## src/arp_pkg.sv

```systemverilog
package arp_pkg;

  // ---------------------------------------------------------------
  // register offsets (byte addresses on the plain port)
  // ---------------------------------------------------------------
  localparam logic [7:0] ARP_OFS_AVG = 8'h02;
  localparam logic [7:0] ARP_OFS_SECOND_CONTROL = 8'h04;
  localparam logic [7:0] ARP_OFS_WIN = 8'h08;
  localparam logic [7:0] ARP_OFS_SWTRIG = 8'h0C;
  localparam logic [7:0] ARP_OFS_EVENT_CONTROL = 8'h14;
  localparam logic [7:0] ARP_OFS_IENCLR = 8'h16;
  localparam logic [7:0] ARP_OFS_IENSET = 8'h17;
  localparam logic [7:0] ARP_OFS_IFLAG = 8'h18;
  localparam logic [7:0] ARP_OFS_RESULT = 8'h1A;
  localparam logic [7:0] ARP_OFS_WINDOW_LOWER_THRESHOLD = 8'h1C;
  localparam logic [7:0] ARP_OFS_WINDOW_UPPER_THRESHOLD = 8'h20;
  localparam logic [7:0] ARP_OFS_OFFS = 8'h24;
  localparam logic [7:0] ARP_OFS_GAIN = 8'h26;

  // ---------------------------------------------------------------
  // field positions
  // ---------------------------------------------------------------
  localparam int ARP_AVG_SNUM_LSB = 0;
  localparam int ARP_AVG_ADJ_LSB = 4;
  localparam int ARP_CB_DIFF = 0;
  localparam int ARP_CB_FREE = 2;
  localparam int ARP_CB_CORR = 3;
  localparam int ARP_CB_RES_LSB = 4;
  localparam int ARP_SW_FLUSH = 0;
  localparam int ARP_SW_START = 1;
  localparam int ARP_EV_START_EI = 0;
  localparam int ARP_EV_FLUSH_EI = 1;
  localparam int ARP_EV_RR_EO = 4;
  localparam int ARP_EV_WM_EO = 5;
  localparam int ARP_IF_RR = 0;
  localparam int ARP_IF_OVR = 1;
  localparam int ARP_IF_WM = 2;

  // ---------------------------------------------------------------
  // codes, reset values and timing
  // ---------------------------------------------------------------
  localparam logic [3:0] ARP_SNUM_MAX = 4'hA;
  localparam logic [3:0] ARP_SNUM_AUTO = 4'h4;
  localparam logic [1:0] ARP_RES_12 = 2'h0;
  localparam logic [1:0] ARP_RES_16 = 2'h1;
  localparam logic [1:0] ARP_RES_10 = 2'h2;
  localparam logic [1:0] ARP_RES_8 = 2'h3;
  localparam logic [1:0] ARP_RST_RES = ARP_RES_12;
  localparam logic [11:0] ARP_RST_GAIN = 12'h800;
  localparam logic [11:0] ARP_RST_OFFS = 12'h000;
  localparam int ARP_GAIN_FRAC = 11;
  localparam logic [3:0] ARP_CORR_LAT = 4'hD;
  localparam logic [2:0] ARP_WM_OFF = 3'h0;
  localparam logic [2:0] ARP_WM_ABOVE = 3'h1;
  localparam logic [2:0] ARP_WM_BELOW = 3'h2;
  localparam logic [2:0] ARP_WM_INSIDE = 3'h3;
  localparam logic [2:0] ARP_WM_OUTSIDE = 3'h4;

  // one raw conversion from the analog front end
  typedef struct packed {
    logic valid;
    logic [11:0] data;
  } arp_sample_t;

  // sequencer states
  typedef enum logic [1:0] {
    ARP_ST_IDLE,
    ARP_ST_RUN,
    ARP_ST_CORR
  } arp_state_t;

endpackage

```

## src/arp_adc_post.sv

```systemverilog
// Our own choices: the address map and the strobed register port.
`timescale 1ns/1ps
// How it works
// - accumulate selected sample count, store divided average
// - divide by automatic shift plus extra shift
// - ready flag only after complete average
// - averaged rate equals raw rate over count
// - oversample four-to-n samples, shift by n
// - compare result against lower and upper thresholds
// - signed thresholds differential, unsigned single-ended
// - only threshold bits of selected resolution count
// - window match sets its interrupt flag
// - subtract offset, multiply by gain when corrected
// - correction adds thirteen cycles latency, in free-run to the first average only
// - three flags: ready, window match, overrun
// - enable set and clear by writing ones
// - request while flag set and enabled
// - writing one clears a flag
// - ready and match events when enabled
// - enabled input events start or flush
// - any routed event triggers the action
// - resolution resets to twelve bits
// - sums beyond sixteen samples shifted to fit
module arp_adc_post
  import arp_pkg::*;
#(
  parameter int NUM_EVT = 2
) (
  input wire logic ref_clk,
  input wire logic rst,
  input wire logic [7:0] reg_addr,
  input wire logic [15:0] reg_wdata,
  input wire logic reg_wr,
  input wire logic reg_rd,
  output logic [15:0] reg_rdata,
  input arp_sample_t sample_in,
  input wire logic [NUM_EVT-1:0] start_evt,
  input wire logic [NUM_EVT-1:0] flush_evt,
  output logic conv_req,
  output logic result_ready_evt,
  output logic window_match_evt,
  output logic irq
);

  // ---------------------------------------------------------------
  // configuration registers
  // ---------------------------------------------------------------
  logic [3:0] snum_q; // sample count code
  logic [2:0] division_shift_code_q; // division shift code
  logic diff_q; // differential input
  logic free_q; // free-running
  logic corr_en_q; // correction enable
  logic [1:0] resolution_select_q; // resolution select
  logic [2:0] window_mode_select_q; // window mode select
  logic [5:0] evctl_q; // event control bits
  logic [15:0] window_lower_threshold_q;
  logic [15:0] window_upper_threshold_q;
  logic signed [11:0] offs_q; // offset correction value
  logic [11:0] gain_q; // gain correction value, 1.11 format
  logic [2:0] inten_q; // interrupt enables
  logic [2:0] flag_q; // interrupt flags
  logic [15:0] result_q;
  logic unread_q; // result not read yet

  // ---------------------------------------------------------------
  // sequencer state
  // ---------------------------------------------------------------
  arp_state_t state_q;
  logic signed [22:0] acc_q; // partial sum, 22 bits plus sign
  logic [9:0] cnt_q; // samples taken so far
  logic signed [15:0] fin_q; // average held during correction
  logic [3:0] lat_q; // correction latency counter
  logic first_q; // correction latency already paid

  // strobe decode
  logic wr_trig;
  assign wr_trig = reg_wr && (reg_addr == ARP_OFS_SWTRIG);

  // start and flush requests, software or any enabled event
  logic go;
  logic flush;
  assign go = (wr_trig && reg_wdata[ARP_SW_START]) ||
              (evctl_q[ARP_EV_START_EI] && (|start_evt));
  assign flush = (wr_trig && reg_wdata[ARP_SW_FLUSH]) ||
                 (evctl_q[ARP_EV_FLUSH_EI] && (|flush_evt));

  // ---------------------------------------------------------------
  // accumulation arithmetic
  // ---------------------------------------------------------------
  logic snum_ok; // reserved codes behave as one sample
  logic [10:0] m_full;
  logic [9:0] m_last;
  logic last;
  assign snum_ok = (snum_q <= ARP_SNUM_MAX);
  assign m_full = snum_ok ? (11'h001 << snum_q) : 11'h001;
  assign m_last = 10'(m_full - 11'h001);
  assign last = (cnt_q == m_last);

  // sample widened; low bits dropped in 10 and 8 bit modes
  logic signed [22:0] samp_ext;
  logic [2:0] res_drop;
  always_comb begin
    // lower resolutions simply discard low sample bits
    case (resolution_select_q)
      ARP_RES_10: res_drop = 3'h2;
      ARP_RES_8: res_drop = 3'h4;
      default: res_drop = 3'h0;
    endcase
    if (diff_q) begin
      samp_ext = 23'({{11{sample_in.data[11]}}, sample_in.data});
    end else begin
      samp_ext = {11'h000, sample_in.data};
    end
    samp_ext = samp_ext >>> res_drop;
  end

  // automatic shift beyond sixteen samples plus extra shift
  logic [3:0] auto_sh;
  logic [3:0] tot_sh;
  logic signed [22:0] acc_d;
  logic signed [22:0] acc_sh;
  logic signed [15:0] fin;
  assign auto_sh = (snum_ok && snum_q > ARP_SNUM_AUTO) ?
                   (snum_q - ARP_SNUM_AUTO) : 4'h0;
  assign tot_sh = snum_ok ? (auto_sh + {1'b0, division_shift_code_q}) : 4'h0;
  assign acc_d = acc_q + samp_ext;
  assign acc_sh = acc_d >>> tot_sh;
  assign fin = acc_sh[15:0];

  // ---------------------------------------------------------------
  // offset and gain correction
  // ---------------------------------------------------------------
  logic signed [15:0] src;
  logic signed [16:0] minus_offs;
  logic signed [29:0] prod;
  logic [15:0] new_res;
  assign src = (state_q == ARP_ST_CORR) ? fin_q : fin;
  assign minus_offs = 17'(src) - 17'(offs_q);
  assign prod = 30'(minus_offs) * 30'($signed({1'b0, gain_q}));
  // correction off: raw average goes straight through
  assign new_res = corr_en_q ?
    prod[ARP_GAIN_FRAC+15:ARP_GAIN_FRAC] : src;

  // latency paid every time in single mode, once in free-run
  logic need_corr;
  assign need_corr = corr_en_q && (!free_q || !first_q);

  // one average completes: from the last sample or after latency
  logic done_run;
  logic done_corr;
  logic res_wr;
  assign done_run = (state_q == ARP_ST_RUN) && sample_in.valid && last;
  assign done_corr = (state_q == ARP_ST_CORR) &&
                     (lat_q == ARP_CORR_LAT - 4'h1);
  assign res_wr = !flush &&
    ((done_run && !need_corr) || done_corr);

  // ---------------------------------------------------------------
  // window monitor
  // ---------------------------------------------------------------
  // keep resolution bits; in differential the top kept bit is sign
  function automatic logic [15:0] thr_fit(input logic [15:0] v,
                                          input logic [1:0] rs,
                                          input logic sgn);
    logic [15:0] r;
    r = v;
    case (rs)
      ARP_RES_8: r = {(sgn ? {8{v[7]}} : 8'h00), v[7:0]};
      ARP_RES_10: r = {(sgn ? {6{v[9]}} : 6'h00), v[9:0]};
      ARP_RES_12: r = {(sgn ? {4{v[11]}} : 4'h0), v[11:0]};
      default: r = v;
    endcase
    return r;
  endfunction

  // signed or unsigned ordering depending on input mode
  function automatic logic is_gt(input logic [15:0] a,
                                 input logic [15:0] b,
                                 input logic sgn);
    logic g;
    g = sgn ? ($signed(a) > $signed(b)) : (a > b);
    return g;
  endfunction

  logic [15:0] lt_fit;
  logic [15:0] ut_fit;
  logic above;
  logic below;
  logic wm_hit;
  assign lt_fit = thr_fit(window_lower_threshold_q, resolution_select_q, diff_q);
  assign ut_fit = thr_fit(window_upper_threshold_q, resolution_select_q, diff_q);
  assign above = is_gt(new_res, lt_fit, diff_q);
  assign below = is_gt(ut_fit, new_res, diff_q);
  always_comb begin
    // criterion per window mode
    case (window_mode_select_q)
      ARP_WM_ABOVE: wm_hit = above;
      ARP_WM_BELOW: wm_hit = below;
      ARP_WM_INSIDE: wm_hit = above && below;
      ARP_WM_OUTSIDE: wm_hit = !(above && below);
      default: wm_hit = 1'b0;
    endcase
  end

  // ---------------------------------------------------------------
  // sequencer
  // ---------------------------------------------------------------
  // flush outranks every other move
  always_ff @(posedge ref_clk) begin
    if (rst) begin
      state_q <= ARP_ST_IDLE;
      acc_q <= '0;
      cnt_q <= '0;
      fin_q <= '0;
      lat_q <= '0;
      first_q <= 1'b0;
    end else if (flush) begin
      state_q <= ARP_ST_IDLE;
      acc_q <= '0;
      cnt_q <= '0;
      lat_q <= '0;
      first_q <= 1'b0;
    end else begin
      case (state_q)
        ARP_ST_IDLE: begin
          // wait for a trigger
          if (go) begin
            state_q <= ARP_ST_RUN;
            acc_q <= '0;
            cnt_q <= '0;
            first_q <= 1'b0;
          end
        end
        ARP_ST_RUN: begin
          if (sample_in.valid && last) begin
            // sum complete; next average starts from zero
            acc_q <= '0;
            cnt_q <= '0;
            fin_q <= fin;
            if (need_corr) begin
              state_q <= ARP_ST_CORR;
              lat_q <= '0;
            end else if (!free_q) begin
              state_q <= ARP_ST_IDLE;
            end
          end else if (sample_in.valid) begin
            acc_q <= acc_d;
            cnt_q <= cnt_q + 10'h001;
          end
        end
        ARP_ST_CORR: begin
          // correction pipeline wait
          lat_q <= lat_q + 4'h1;
          if (done_corr) begin
            first_q <= 1'b1;
            state_q <= free_q ? ARP_ST_RUN : ARP_ST_IDLE;
          end
        end
        default: state_q <= ARP_ST_IDLE;
      endcase
    end
  end

  // conversion request to the front end, one pulse per sample
  always_ff @(posedge ref_clk) begin
    if (rst) begin
      conv_req <= 1'b0;
    end else begin
      conv_req <= !flush &&
        ((state_q == ARP_ST_IDLE && go) ||
         (state_q == ARP_ST_RUN && sample_in.valid &&
          (!last || (!need_corr && free_q))) ||
         (done_corr && free_q));
    end
  end

  // ---------------------------------------------------------------
  // result, overrun tracking and events
  // ---------------------------------------------------------------
  // a new result in the same cycle as a read stays unread
  always_ff @(posedge ref_clk) begin
    if (rst) begin
      result_q <= '0;
      unread_q <= 1'b0;
    end else begin
      if (res_wr) begin
        result_q <= new_res;
        unread_q <= 1'b1;
      end else if (reg_rd && reg_addr == ARP_OFS_RESULT) begin
        unread_q <= 1'b0;
      end
    end
  end

  // output events, gated by their enables
  always_ff @(posedge ref_clk) begin
    if (rst) begin
      result_ready_evt <= 1'b0;
      window_match_evt <= 1'b0;
    end else begin
      result_ready_evt <= res_wr && evctl_q[ARP_EV_RR_EO];
      window_match_evt <= res_wr && wm_hit &&
                          evctl_q[ARP_EV_WM_EO];
    end
  end

  // ---------------------------------------------------------------
  // interrupt flags and request
  // ---------------------------------------------------------------
  logic [2:0] flag_set;
  logic [2:0] flag_clr;
  always_comb begin
    flag_set = '0;
    flag_set[ARP_IF_RR] = res_wr;
    flag_set[ARP_IF_OVR] = res_wr && unread_q;
    flag_set[ARP_IF_WM] = res_wr && wm_hit;
    flag_clr = (reg_wr && reg_addr == ARP_OFS_IFLAG) ?
               reg_wdata[2:0] : 3'h0;
  end

  // set beats clear so no event is lost
  always_ff @(posedge ref_clk) begin
    if (rst) begin
      flag_q <= '0;
    end else begin
      flag_q <= (flag_q & ~flag_clr) | flag_set;
    end
  end

  // request lags the flag by one cycle, it comes from a flop
  always_ff @(posedge ref_clk) begin
    if (rst) begin
      irq <= 1'b0;
    end else begin
      irq <= |(flag_q & inten_q);
    end
  end

  // ---------------------------------------------------------------
  // register writes
  // ---------------------------------------------------------------
  always_ff @(posedge ref_clk) begin
    if (rst) begin
      snum_q <= '0;
      division_shift_code_q <= '0;
      diff_q <= 1'b0;
      free_q <= 1'b0;
      corr_en_q <= 1'b0;
      resolution_select_q <= ARP_RST_RES;
      window_mode_select_q <= ARP_WM_OFF;
      evctl_q <= '0;
      window_lower_threshold_q <= '0;
      window_upper_threshold_q <= '0;
      offs_q <= ARP_RST_OFFS;
      gain_q <= ARP_RST_GAIN;
      inten_q <= '0;
    end else if (reg_wr) begin
      case (reg_addr)
        ARP_OFS_AVG: begin
          snum_q <= reg_wdata[ARP_AVG_SNUM_LSB +: 4];
          division_shift_code_q <= reg_wdata[ARP_AVG_ADJ_LSB +: 3];
        end
        ARP_OFS_SECOND_CONTROL: begin
          diff_q <= reg_wdata[ARP_CB_DIFF];
          free_q <= reg_wdata[ARP_CB_FREE];
          corr_en_q <= reg_wdata[ARP_CB_CORR];
          resolution_select_q <= reg_wdata[ARP_CB_RES_LSB +: 2];
        end
        ARP_OFS_WIN: window_mode_select_q <= reg_wdata[2:0];
        ARP_OFS_EVENT_CONTROL: evctl_q <= reg_wdata[5:0];
        ARP_OFS_WINDOW_LOWER_THRESHOLD: window_lower_threshold_q <= reg_wdata;
        ARP_OFS_WINDOW_UPPER_THRESHOLD: window_upper_threshold_q <= reg_wdata;
        ARP_OFS_OFFS: offs_q <= reg_wdata[11:0];
        ARP_OFS_GAIN: gain_q <= reg_wdata[11:0];
        ARP_OFS_IENSET: inten_q <= inten_q | reg_wdata[2:0];
        ARP_OFS_IENCLR: inten_q <= inten_q & ~reg_wdata[2:0];
        default: ; // other offsets hold no writable state
      endcase
    end
  end

  // ---------------------------------------------------------------
  // register reads, data valid only in the cycle after the strobe
  // ---------------------------------------------------------------
  always_ff @(posedge ref_clk) begin
    if (rst || !reg_rd) begin
      reg_rdata <= '0;
    end else begin
      case (reg_addr)
        ARP_OFS_AVG: reg_rdata <= {9'h000, division_shift_code_q, snum_q};
        ARP_OFS_SECOND_CONTROL: reg_rdata <= {10'h000, resolution_select_q, corr_en_q,
                                     free_q, 1'b0, diff_q};
        ARP_OFS_WIN: reg_rdata <= {13'h0000, window_mode_select_q};
        ARP_OFS_EVENT_CONTROL: reg_rdata <= {10'h000, evctl_q};
        ARP_OFS_IENSET: reg_rdata <= {13'h0000, inten_q};
        ARP_OFS_IENCLR: reg_rdata <= {13'h0000, inten_q};
        ARP_OFS_IFLAG: reg_rdata <= {13'h0000, flag_q};
        ARP_OFS_RESULT: reg_rdata <= result_q;
        ARP_OFS_WINDOW_LOWER_THRESHOLD: reg_rdata <= window_lower_threshold_q;
        ARP_OFS_WINDOW_UPPER_THRESHOLD: reg_rdata <= window_upper_threshold_q;
        ARP_OFS_OFFS: reg_rdata <= {4'h0, offs_q};
        ARP_OFS_GAIN: reg_rdata <= {4'h0, gain_q};
        default: reg_rdata <= '0; // unmapped reads zero
      endcase
    end
  end

endmodule

```

## config.mk

```make
export PLATFORM = sky130hd
export DESIGN_NAME = arp_adc_post
export DESIGN_NICKNAME = d
export VERILOG_FILES = /design/src/arp_pkg.sv /design/src/arp_adc_post.sv
export SDC_FILE = /design/constraint.sdc
export NUM_CORES = 1
export LEC_CHECK = 0
export ABC_AREA = 1
export BUFFER_PORTS_ARGS = -buffer_cell sky130_fd_sc_hd__buf_2
export CAP_MARGIN = 40
export CORE_MARGIN = 1.5
export CORE_UTILIZATION = 40
export CTS_BUF_LIST = sky130_fd_sc_hd__clkbuf_4 sky130_fd_sc_hd__clkbuf_8
export CTS_CLUSTER_SIZE = 14
export DETAILED_ROUTE_END_ITERATION = 16
export HOLD_SLACK_MARGIN = 0.05
export PLACE_DENSITY = 0.69
export REMOVE_ABC_BUFFERS = 1
export SLEW_MARGIN = 20
export SYNTH_ARGS = -nofsm -noshare
export SYNTH_HDL_FRONTEND = slang
export SYNTH_SLANG_ARGS = --single-unit
```

## constraint.sdc

```tcl
create_clock -name ref_clk -period 12 [get_ports ref_clk]
set_clock_uncertainty 0.05 [all_clocks]
set_input_delay 2.4 -clock ref_clk [delete_from_list [all_inputs] [get_ports ref_clk]]
set_output_delay 2.4 -clock ref_clk [all_outputs]
set_load 0.05 [all_outputs]
```

==> results of run 1 <==
-- how the worst max path moves through the flow --
| stage | to | depth (start not counted) | slack, ns |
|---|---|---|---|
| 4_1_cts | flag_q[2] | 77 | -0.65 |
| 3_3_place_gp | flag_q[2] | 78 | -1.71 |
| 5_1_grt | flag_q[2] | 80 | -1.31 |
| 6_report | flag_q[2] | 77 | -0.71 |
| 2_1_floorplan | flag_q[2] | 79 | -1.07 |
| 3_5_place_dp | flag_q[2] | 72 | -1.92 |
-- metrics by stage --
step	util (%)	power (W)	TNS [ns]	hold WS [ns]	worst slack, ns
3_5_place_dp	47.62	0.0008939	-6.154	0.4045	-1.919
3_3_place_gp	47.53	0.0008912	-4.808	0.4044	-1.710
4_1_cts	50.05	0.001380	-1.240	0.4204	-0.6462
2_1_floorplan	-	0.0007520	-2.136	0.3747	-1.074
5_1_grt	52.30	0.001474	-2.772	0.4497	-1.312
6_report	52.30	0.001420	-1.367	0.4173	-0.7072
-- flip-flops by register name, indices dropped and copies added, names as in the netlist, 2 cells and up, named ones only --
name,flops
lat_q,4
evctl_q,6
fin_q,16
acc_q,23
offs_q,12
cnt_q,10
resolution_select_q,2
reg_rdata,16
window_mode_select_q,3
state_q,2
snum_q,4
window_lower_threshold_q,16
result_q,16
division_shift_code_q,3
flag_q,3
gain_q,12
window_upper_threshold_q,16
-- critical path, delay by kind of cell --
kind / cells / cell delay (ns)
compound gates: 17 / 2.09
fa+ha+maj: 10 / 3.99
buf+inv: 18 / 1.39
simple gates: 32 / 3.13
-- kinds of logic (layout without fill, tap and decap cells) --
family,after synthesis,after routing,synth area share (%)
buffers and inverters,661,1049,13.14
xor gates and xnor gates,63,63,2.897
DFF,176,176,18.50
and+or+nand+nor,1011,1011,22.45
adders and majority gates,311,311,27.37
AOI/OAI and AO/OA,537,537,15.65
-- area by class of cell --
type,count,area share [%]
multi-input cells,1922,58.51
flip-flops and latches,176,14.41
repair buffers,435,13.17
inverters,582,8.990
well taps,607,3.106
clock buffers,18,1.013
clock inverters,14,0.8034
-- metal layers --
layer | global-route usage [%] | vias to the layer above | share of wire [%]
met5 | 0 | - | 0
met4 | 7.898 | 0 | 3.1
met3 | 5.258 | 150 | 8.2
met2 | 41.60 | 757 | 47
met1 | 33.05 | 9219 | 42
li1 | - | 9464 | -
-- synthesized netlist by cell type (2+ instances only) --
cell type and count:
clkbuf_1 66, o21ai_2 3, nand4_1 17, a21oi_2 4, ha_1 135, nand2_1 500, a21o_1 3, o211ai_1 11
xnor2_1 28, clkinv_1 9, or2_2 8, fa_1 176, o21ai_0 202, a221oi_1 14, buf_2 9, nand3b_1 3
nand3_2 10, inv_1 554, nor2_2 4, nor3_1 26, o21bai_1 5, inv_2 18, a21oi_1 214, nor2_4 4
o22ai_1 21, buf_4 2, nand3_1 132, nor3b_1 5, nor4_1 4, o21ai_1 9, o311ai_0 2, nand2_2 13
a311oi_1 2, a211oi_1 15, o221ai_1 6, nor2_1 275, buf_1 2, a21boi_1 2, dfxtp_1 176, o31ai_1 4
and2_1 5, o21a_1 2, a31oi_1 11, xor2_1 35
-- placed cells by master, fill, tap and decap left out, types with 33 or more instances in the layout --
| master | netlist | final |
|---|---|---|
| inv_1 | 554 | 513 |
| nor2_1 | 275 | 250 |
| inv_2 | 18 | 55 |
| nand3_2 | 10 | 38 |
| a21oi_1 | 214 | 198 |
| nand2_1 | 500 | 440 |
| nand2_2 | 13 | 62 |
| nand3_1 | 132 | 94 |
| fa_1 | 176 | 172 |
| buf_2 | 9 | 66 |
| buf_4 | 2 | 353 |
| o21ai_0 | 202 | 165 |
| dfxtp_1 | 176 | 176 |
| ha_1 | 135 | 105 |
| xor2_1 | 35 | 33 |
-- timing repair --
action,4_1_cts,5_1_grt
setup buffers,20,31
pin swaps,62,122
endpoints found under the setup margin,4,11
resized for setup,140,215
-- power groups by stage --
stage / Clock, W / Sequential (W) / Combinational, W
5_1_grt: 0.000496 / 0.000586 / 0.000392
3_5_place_dp: 0 / 0.000599 / 0.000295
2_1_floorplan: 0 / 0.000599 / 0.000153
6_report: 0.000473 / 0.000585 / 0.000361
4_1_cts: 0.000477 / 0.000585 / 0.000318
3_3_place_gp: 0 / 0.000599 / 0.000292
==> qor.yml, run 1 <==
yosys:
  yosys.cell_types.count: 57
  synth-edff-count: 0
  synth_warnings: 0
  seq_area_frac_synth_pct: 18.50
  synth_seq_cells: 176
  syn-instance-count: 2759
  yosysTopAreaCell: "dfxtp_1"
  avgSynthCellArea_um2: 6.904
  async_reset_ff_share_pct: 0
  synthTopCellsByArea: "dfxtp_1, fa_1, inv_1"
  synth_top_cell_area_share_pct: 18.50
  synthFlopType: "dfxtp_1"
  synth_area_mm2: 0.01905
global_routing:
  overflow: 0
  antenna_found_initial: 0
  grt_pass1_vias: 18893
  grt_pass1_wl_um: 98340
  grt_max_degree: 77
  groute.usage.overall_pct: 25.23
run_status:
  status: "finished with violations"
  violations: "negative setup slack"
clock_network:
  clock_path_buffers: 2
  clkSlewWorstSetupHoldPaths_ns: 0.11
  ctsHoldBuffers: 0
  cts_max_level: 4
  clock-sinks: 176
  numCtsBuffers: 17
  clock_latency_ns: 0.51
  clockRootBuffer: "clkbuf_8"
  cts_tree: "built"
worst_setup_path:
  reg2reg_depth: 80
  max_stage_delay_ns: 0.55
  startpoint_type: "input port"
  crit_top_cell: "nand2_2"
  crit_type: "in2reg"
  r2r_slack_ns: -0.02
  r2r_end: "flag_q[2]"
  cp.required_ns: 12.31
  worst_setup_path_end_kind: "flip-flop"
  critPathMaxFanout: 4
  startpoint: "sample_in[11]"
  critPathArrivalTime_ns: 13.02
  regToRegStartpoint: "resolution_select_q[1]"
  crit_slowest_cell: "fa_1"
die:
  pin_count: 65
  fp-row-count: 79
  fp.dieW_um: 221.2
  core_region_area_mm2: 0.04675
  start_util_pct: 40.74
  die_area_mm2: 0.04894
  dieHeight_um: 221.2
routing:
  ant_nets: 0
  first_pass_iters: 6
  drt_wl_total_um: 62990
  drtIter0Drc: 1754
  num_vias: 19590
  drc: 0
  viasPerCell: 5.218
  wl_per_cell_um: 16.78
placement:
  gp_congestion: 0.9569
  dpl_cell_area_mm2: 0.02226
  dp.cells: 3670
  hpwl_um: 48510
  place.port_buffers: 64
worst_hold_path:
  holdCritPathClass: "reg2reg"
  hold_end: "evctl_q[2]"
  holdPathStages: 2
  hold_start: "evctl_q[2]"
sta:
  fin_crit_ns: 12.71
  rsz0062_at_grt: "yes"
  max_freq_mhz: 78.70
  finalCritPeriodShare_pct: 105.9
  worst_slack_ns: -0.7072
  max_slew_margin_pct: 37.83
  hold_viol_final: 0
  maxSlewViolCount: 0
  tightest_slew_ns: 0.9254
  setup_viol: 2
power:
  p_int_w: 0.0009616
  ir_worst_vdd_mv: 0.07111
  p_leak_nw: 11.77
  combinationalPowerShare_pct: 25.4
  power_frac_seq_pct: 41.2
  sw_frac_of_total_pct: 32.28
  clockPowerShare_pct: 33.3
  p_per_area_mw_per_mm2: 58.07
  p_switching_w: 0.0004583
layout:
  layout.cells.non_filler: 3754
  syn2layout_area_growth_pct: 28.38
  fin_area_mm2: 0.02445
  layout.nets: 3490
  seqCellArea_mm2: 0.003523
  multi_input_area_mm2: 0.01431
  final_layout_size_suffix_gt1_share_pct: 25.45
  n_antenna_cell: 0
  fillers: 4491
job:
  cap_violations: 0
No activity file was read; power rests on OpenSTA's default activity.
==> run 2, diff against run 1 <==
--- a/config.mk
+++ b/config.mk
@@ -5,7 +5,6 @@
 export SDC_FILE = /design/constraint.sdc
 export NUM_CORES = 1
 export LEC_CHECK = 0
-export ABC_AREA = 1
 export BUFFER_PORTS_ARGS = -buffer_cell sky130_fd_sc_hd__buf_2
 export CAP_MARGIN = 40
 export CORE_MARGIN = 1.5
@@ -14,7 +13,7 @@
 export CTS_CLUSTER_SIZE = 14
 export DETAILED_ROUTE_END_ITERATION = 16
 export HOLD_SLACK_MARGIN = 0.05
-export PLACE_DENSITY = 0.69
+export PLACE_DENSITY = 0.68
 export REMOVE_ABC_BUFFERS = 1
 export SLEW_MARGIN = 20
 export SYNTH_ARGS = -nofsm -noshare
==> run 2 against run 1 <==
Against the previous run: the flow still finishes with violations (negative setup slack); core utilization is 0.82 points higher; largest power group is now combinational cells; critical endpoint is now window_match_evt; largest cell class unchanged; area after synthesis increased by 2.0%; clock power fell by 6.6%; hold slack lost 0.0035 ns; clock-buffer cell count increased by 1; routed wire length is 4.0% higher.
==> qor.yml, run 2 <==
sta:
  tightest_slew_ns: 0.9095
  rsz0062_at_grt: "yes"
  maxSlewViolCount: 0
  max_slew_margin_pct: 39.37
  fin_hold_ws_ns: 0.4138
  max_freq_mhz: 69.04
  fin_crit_ns: 14.48
  finalCritPeriodShare_pct: 120.7
  hold_viol_final: 0
  setup_viol: 15
  worst_slack_ns: -2.484
routing:
  drt_wl_total_um: 65500
  first_pass_iters: 6
  drc: 0
  viasPerCell: 5.500
  wl_per_cell_um: 18.31
  num_vias: 19672
  drtIter0Drc: 1793
  ant_nets: 0
layout:
  largest_register_ffs: 23
  final_common_cell: "buf_4"
  layout.nets: 3305
  syn2layout_area_growth_pct: 30.88
  layout.cells.non_filler: 3577
  largest-register: "acc_q"
  n_antenna_cell: 0
  final_cell_mix: "buf_4, nand2_1, inv_1, a21oi_1, nor2_1"
  fillers: 4299
  final_layout_size_suffix_gt1_share_pct: 28.43
yosys:
  async_reset_ff_share_pct: 0
  synth_warnings: 0
  synth_area_mm2: 0.01942
  synth_seq_cells: 176
  synth_most_common_cell: "nand2_1"
  synthTopCellsByArea: "dfxtp_1, fa_1, ha_1"
  syn-instance-count: 2503
  synthFlopType: "dfxtp_1"
  ys_top_cells_by_count: "nand2_1, inv_1, a21oi_1"
  synth_top_cell_area_share_pct: 18.14
  seq_area_frac_synth_pct: 18.14
  yosysTopAreaCell: "dfxtp_1"
  synth-edff-count: 0
  avgSynthCellArea_um2: 7.759
  yosys.cell_types.count: 91
global_routing:
  grt_pass1_vias: 19635
  overflow: 0
  grt_max_degree: 68
  groute.usage.overall_pct: 25.81
  antenna_found_initial: 0
  grt_pass1_wl_um: 103100
die:
  die_area_mm2: 0.04988
  pin_count: 65
  fp-row-count: 80
  core_region_area_mm2: 0.04785
  dieHeight_um: 223.3
  start_util_pct: 40.59
  fp.dieW_um: 223.3
power:
  p_per_area_mw_per_mm2: 95.41
  ir_worst_vdd_mv: 0.08614
  p_leak_nw: 11.43
  total_power_w: 0.002425
placement:
  place.port_buffers: 64
  dp.cells: 3472
  hpwl_um: 49830
  post-place-ws_ns: -4.174
  gp_congestion: 0.9458
run_status:
  status: "finished with violations"
  violations: "negative setup slack"
clock_network:
  ctsHoldBuffers: 0
  cts_max_level: 4
  numCtsBuffers: 17
  cts_tree: "built"
  clock_latency_ns: 0.51
  clock_path_buffers: 2
  clockRootBuffer: "clkbuf_8"
  clkSlewWorstSetupHoldPaths_ns: 0.11
  clock-sinks: 176
worst_setup_path:
  crit_slowest_cell: "fa_1"
  critPathMaxFanout: 5
  worst_setup_path_end_kind: "flip-flop"
  max_stage_delay_ns: 0.53
  worst-path-buf-inv: 10
  crit_top_cell: "a21oi_2"
  cp.required_ns: 12.36
  critPathTopFamily: "compound AO/OA/AOI/OAI gates"
  startpoint_type: "input port"
  critPathArrivalTime_ns: 14.84
  crit_type: "in2reg"
worst_hold_path:
  holdCritPathClass: "reg2reg"
job:
  cap_violations: 0
-- run 2: power by group --
| part | switching [W] | internal (W) | total [W] |
|---|---|---|---|
| Clock | 0.000262 | 0.000181 | 0.000442 |
| Combinational | 0.000704 | 0.000651 | 0.00135 |
| Sequential | 0.0000197 | 0.000609 | 0.000628 |
-- run 2: logic make-up (layout without fill, tap and decap cells) --
family | after synthesis | after routing | synth area share [%]
AOI/OAI and AO/OA | 537 | 537 | 18.03
xor gates and xnor gates | 68 | 68 | 3.137
adders and majority gates | 311 | 311 | 26.84
buffers and inverters | 445 | 904 | 8.742
DFF | 176 | 176 | 18.14
muxes | 61 | 61 | 3.228
and+or+nand+nor | 905 | 905 | 21.88
-- run 2: per-layer routing --
layer	part of all wire, %	GRT usage (%)	vias up
met5	0	0	-
met4	2.9	8.108	0
met3	7.2	3.595	155
met2	48	44.26	818
met1	42	33.55	9441
li1	-	-	9258
-- run 2: worst reg2reg max path: cells and delay by family (launching register included) --
| family | cells | cell delay [ns] |
|---|---|---|
| muxes | 4 | 1.03 |
| xor gates and xnor gates | 3 | 0.55 |
| adders and majority gates | 12 | 4.52 |
| and+or+nand+nor | 13 | 1.73 |
| AOI/OAI and AO/OA | 21 | 4.20 |
| DFF | 1 | 0.35 |
| buffers and inverters | 10 | 0.79 |
-- run 2: metrics by stage --
| stage | setup TNS, ns | area (um^2) | util [%] |
|---|---|---|---|
| finish | -8.747 | 25420 | 53.13 |
| floorplan | -19.17 | 18870 | - |
| global placement | -28.45 | 23190 | 48.46 |
| CTS | -7.523 | 24590 | 51.39 |
| detailed placement | -31.54 | 23320 | 48.75 |
| global route | -16.03 | 25420 | 53.13 |
-- run 2: area by class of cell --
class,count,area (um^2),share of cell area [%]
inverter,306,1149,4.519
multi-input combinational,1882,15270,60.09
clock buffer,19,255.2,1.004
timing repair buffer,566,4305,16.94
sequential,176,3523,13.86
clock inverter,13,141.4,0.5562
tap,615,769.5,3.027
-- run 2: what timing repair did --
item / CTS / global route
resized for setup: 134 / 137
pin swaps: 110 / 112
setup buffers: 40 / 32
endpoints found under the setup margin: 18 / 18
-- run 2: final timing paths --
check | to | slack [ns] | cells past startpoint | start
max | window_match_evt | -2.48 | 65 | sample_in[4]
min | acc_q[13] | 0.41 | 2 | acc_q[13]
max reg2reg | window_match_evt | -1.32 | 63 | snum_q[2]
min reg2reg | acc_q[13] | 0.41 | 2 | acc_q[13]
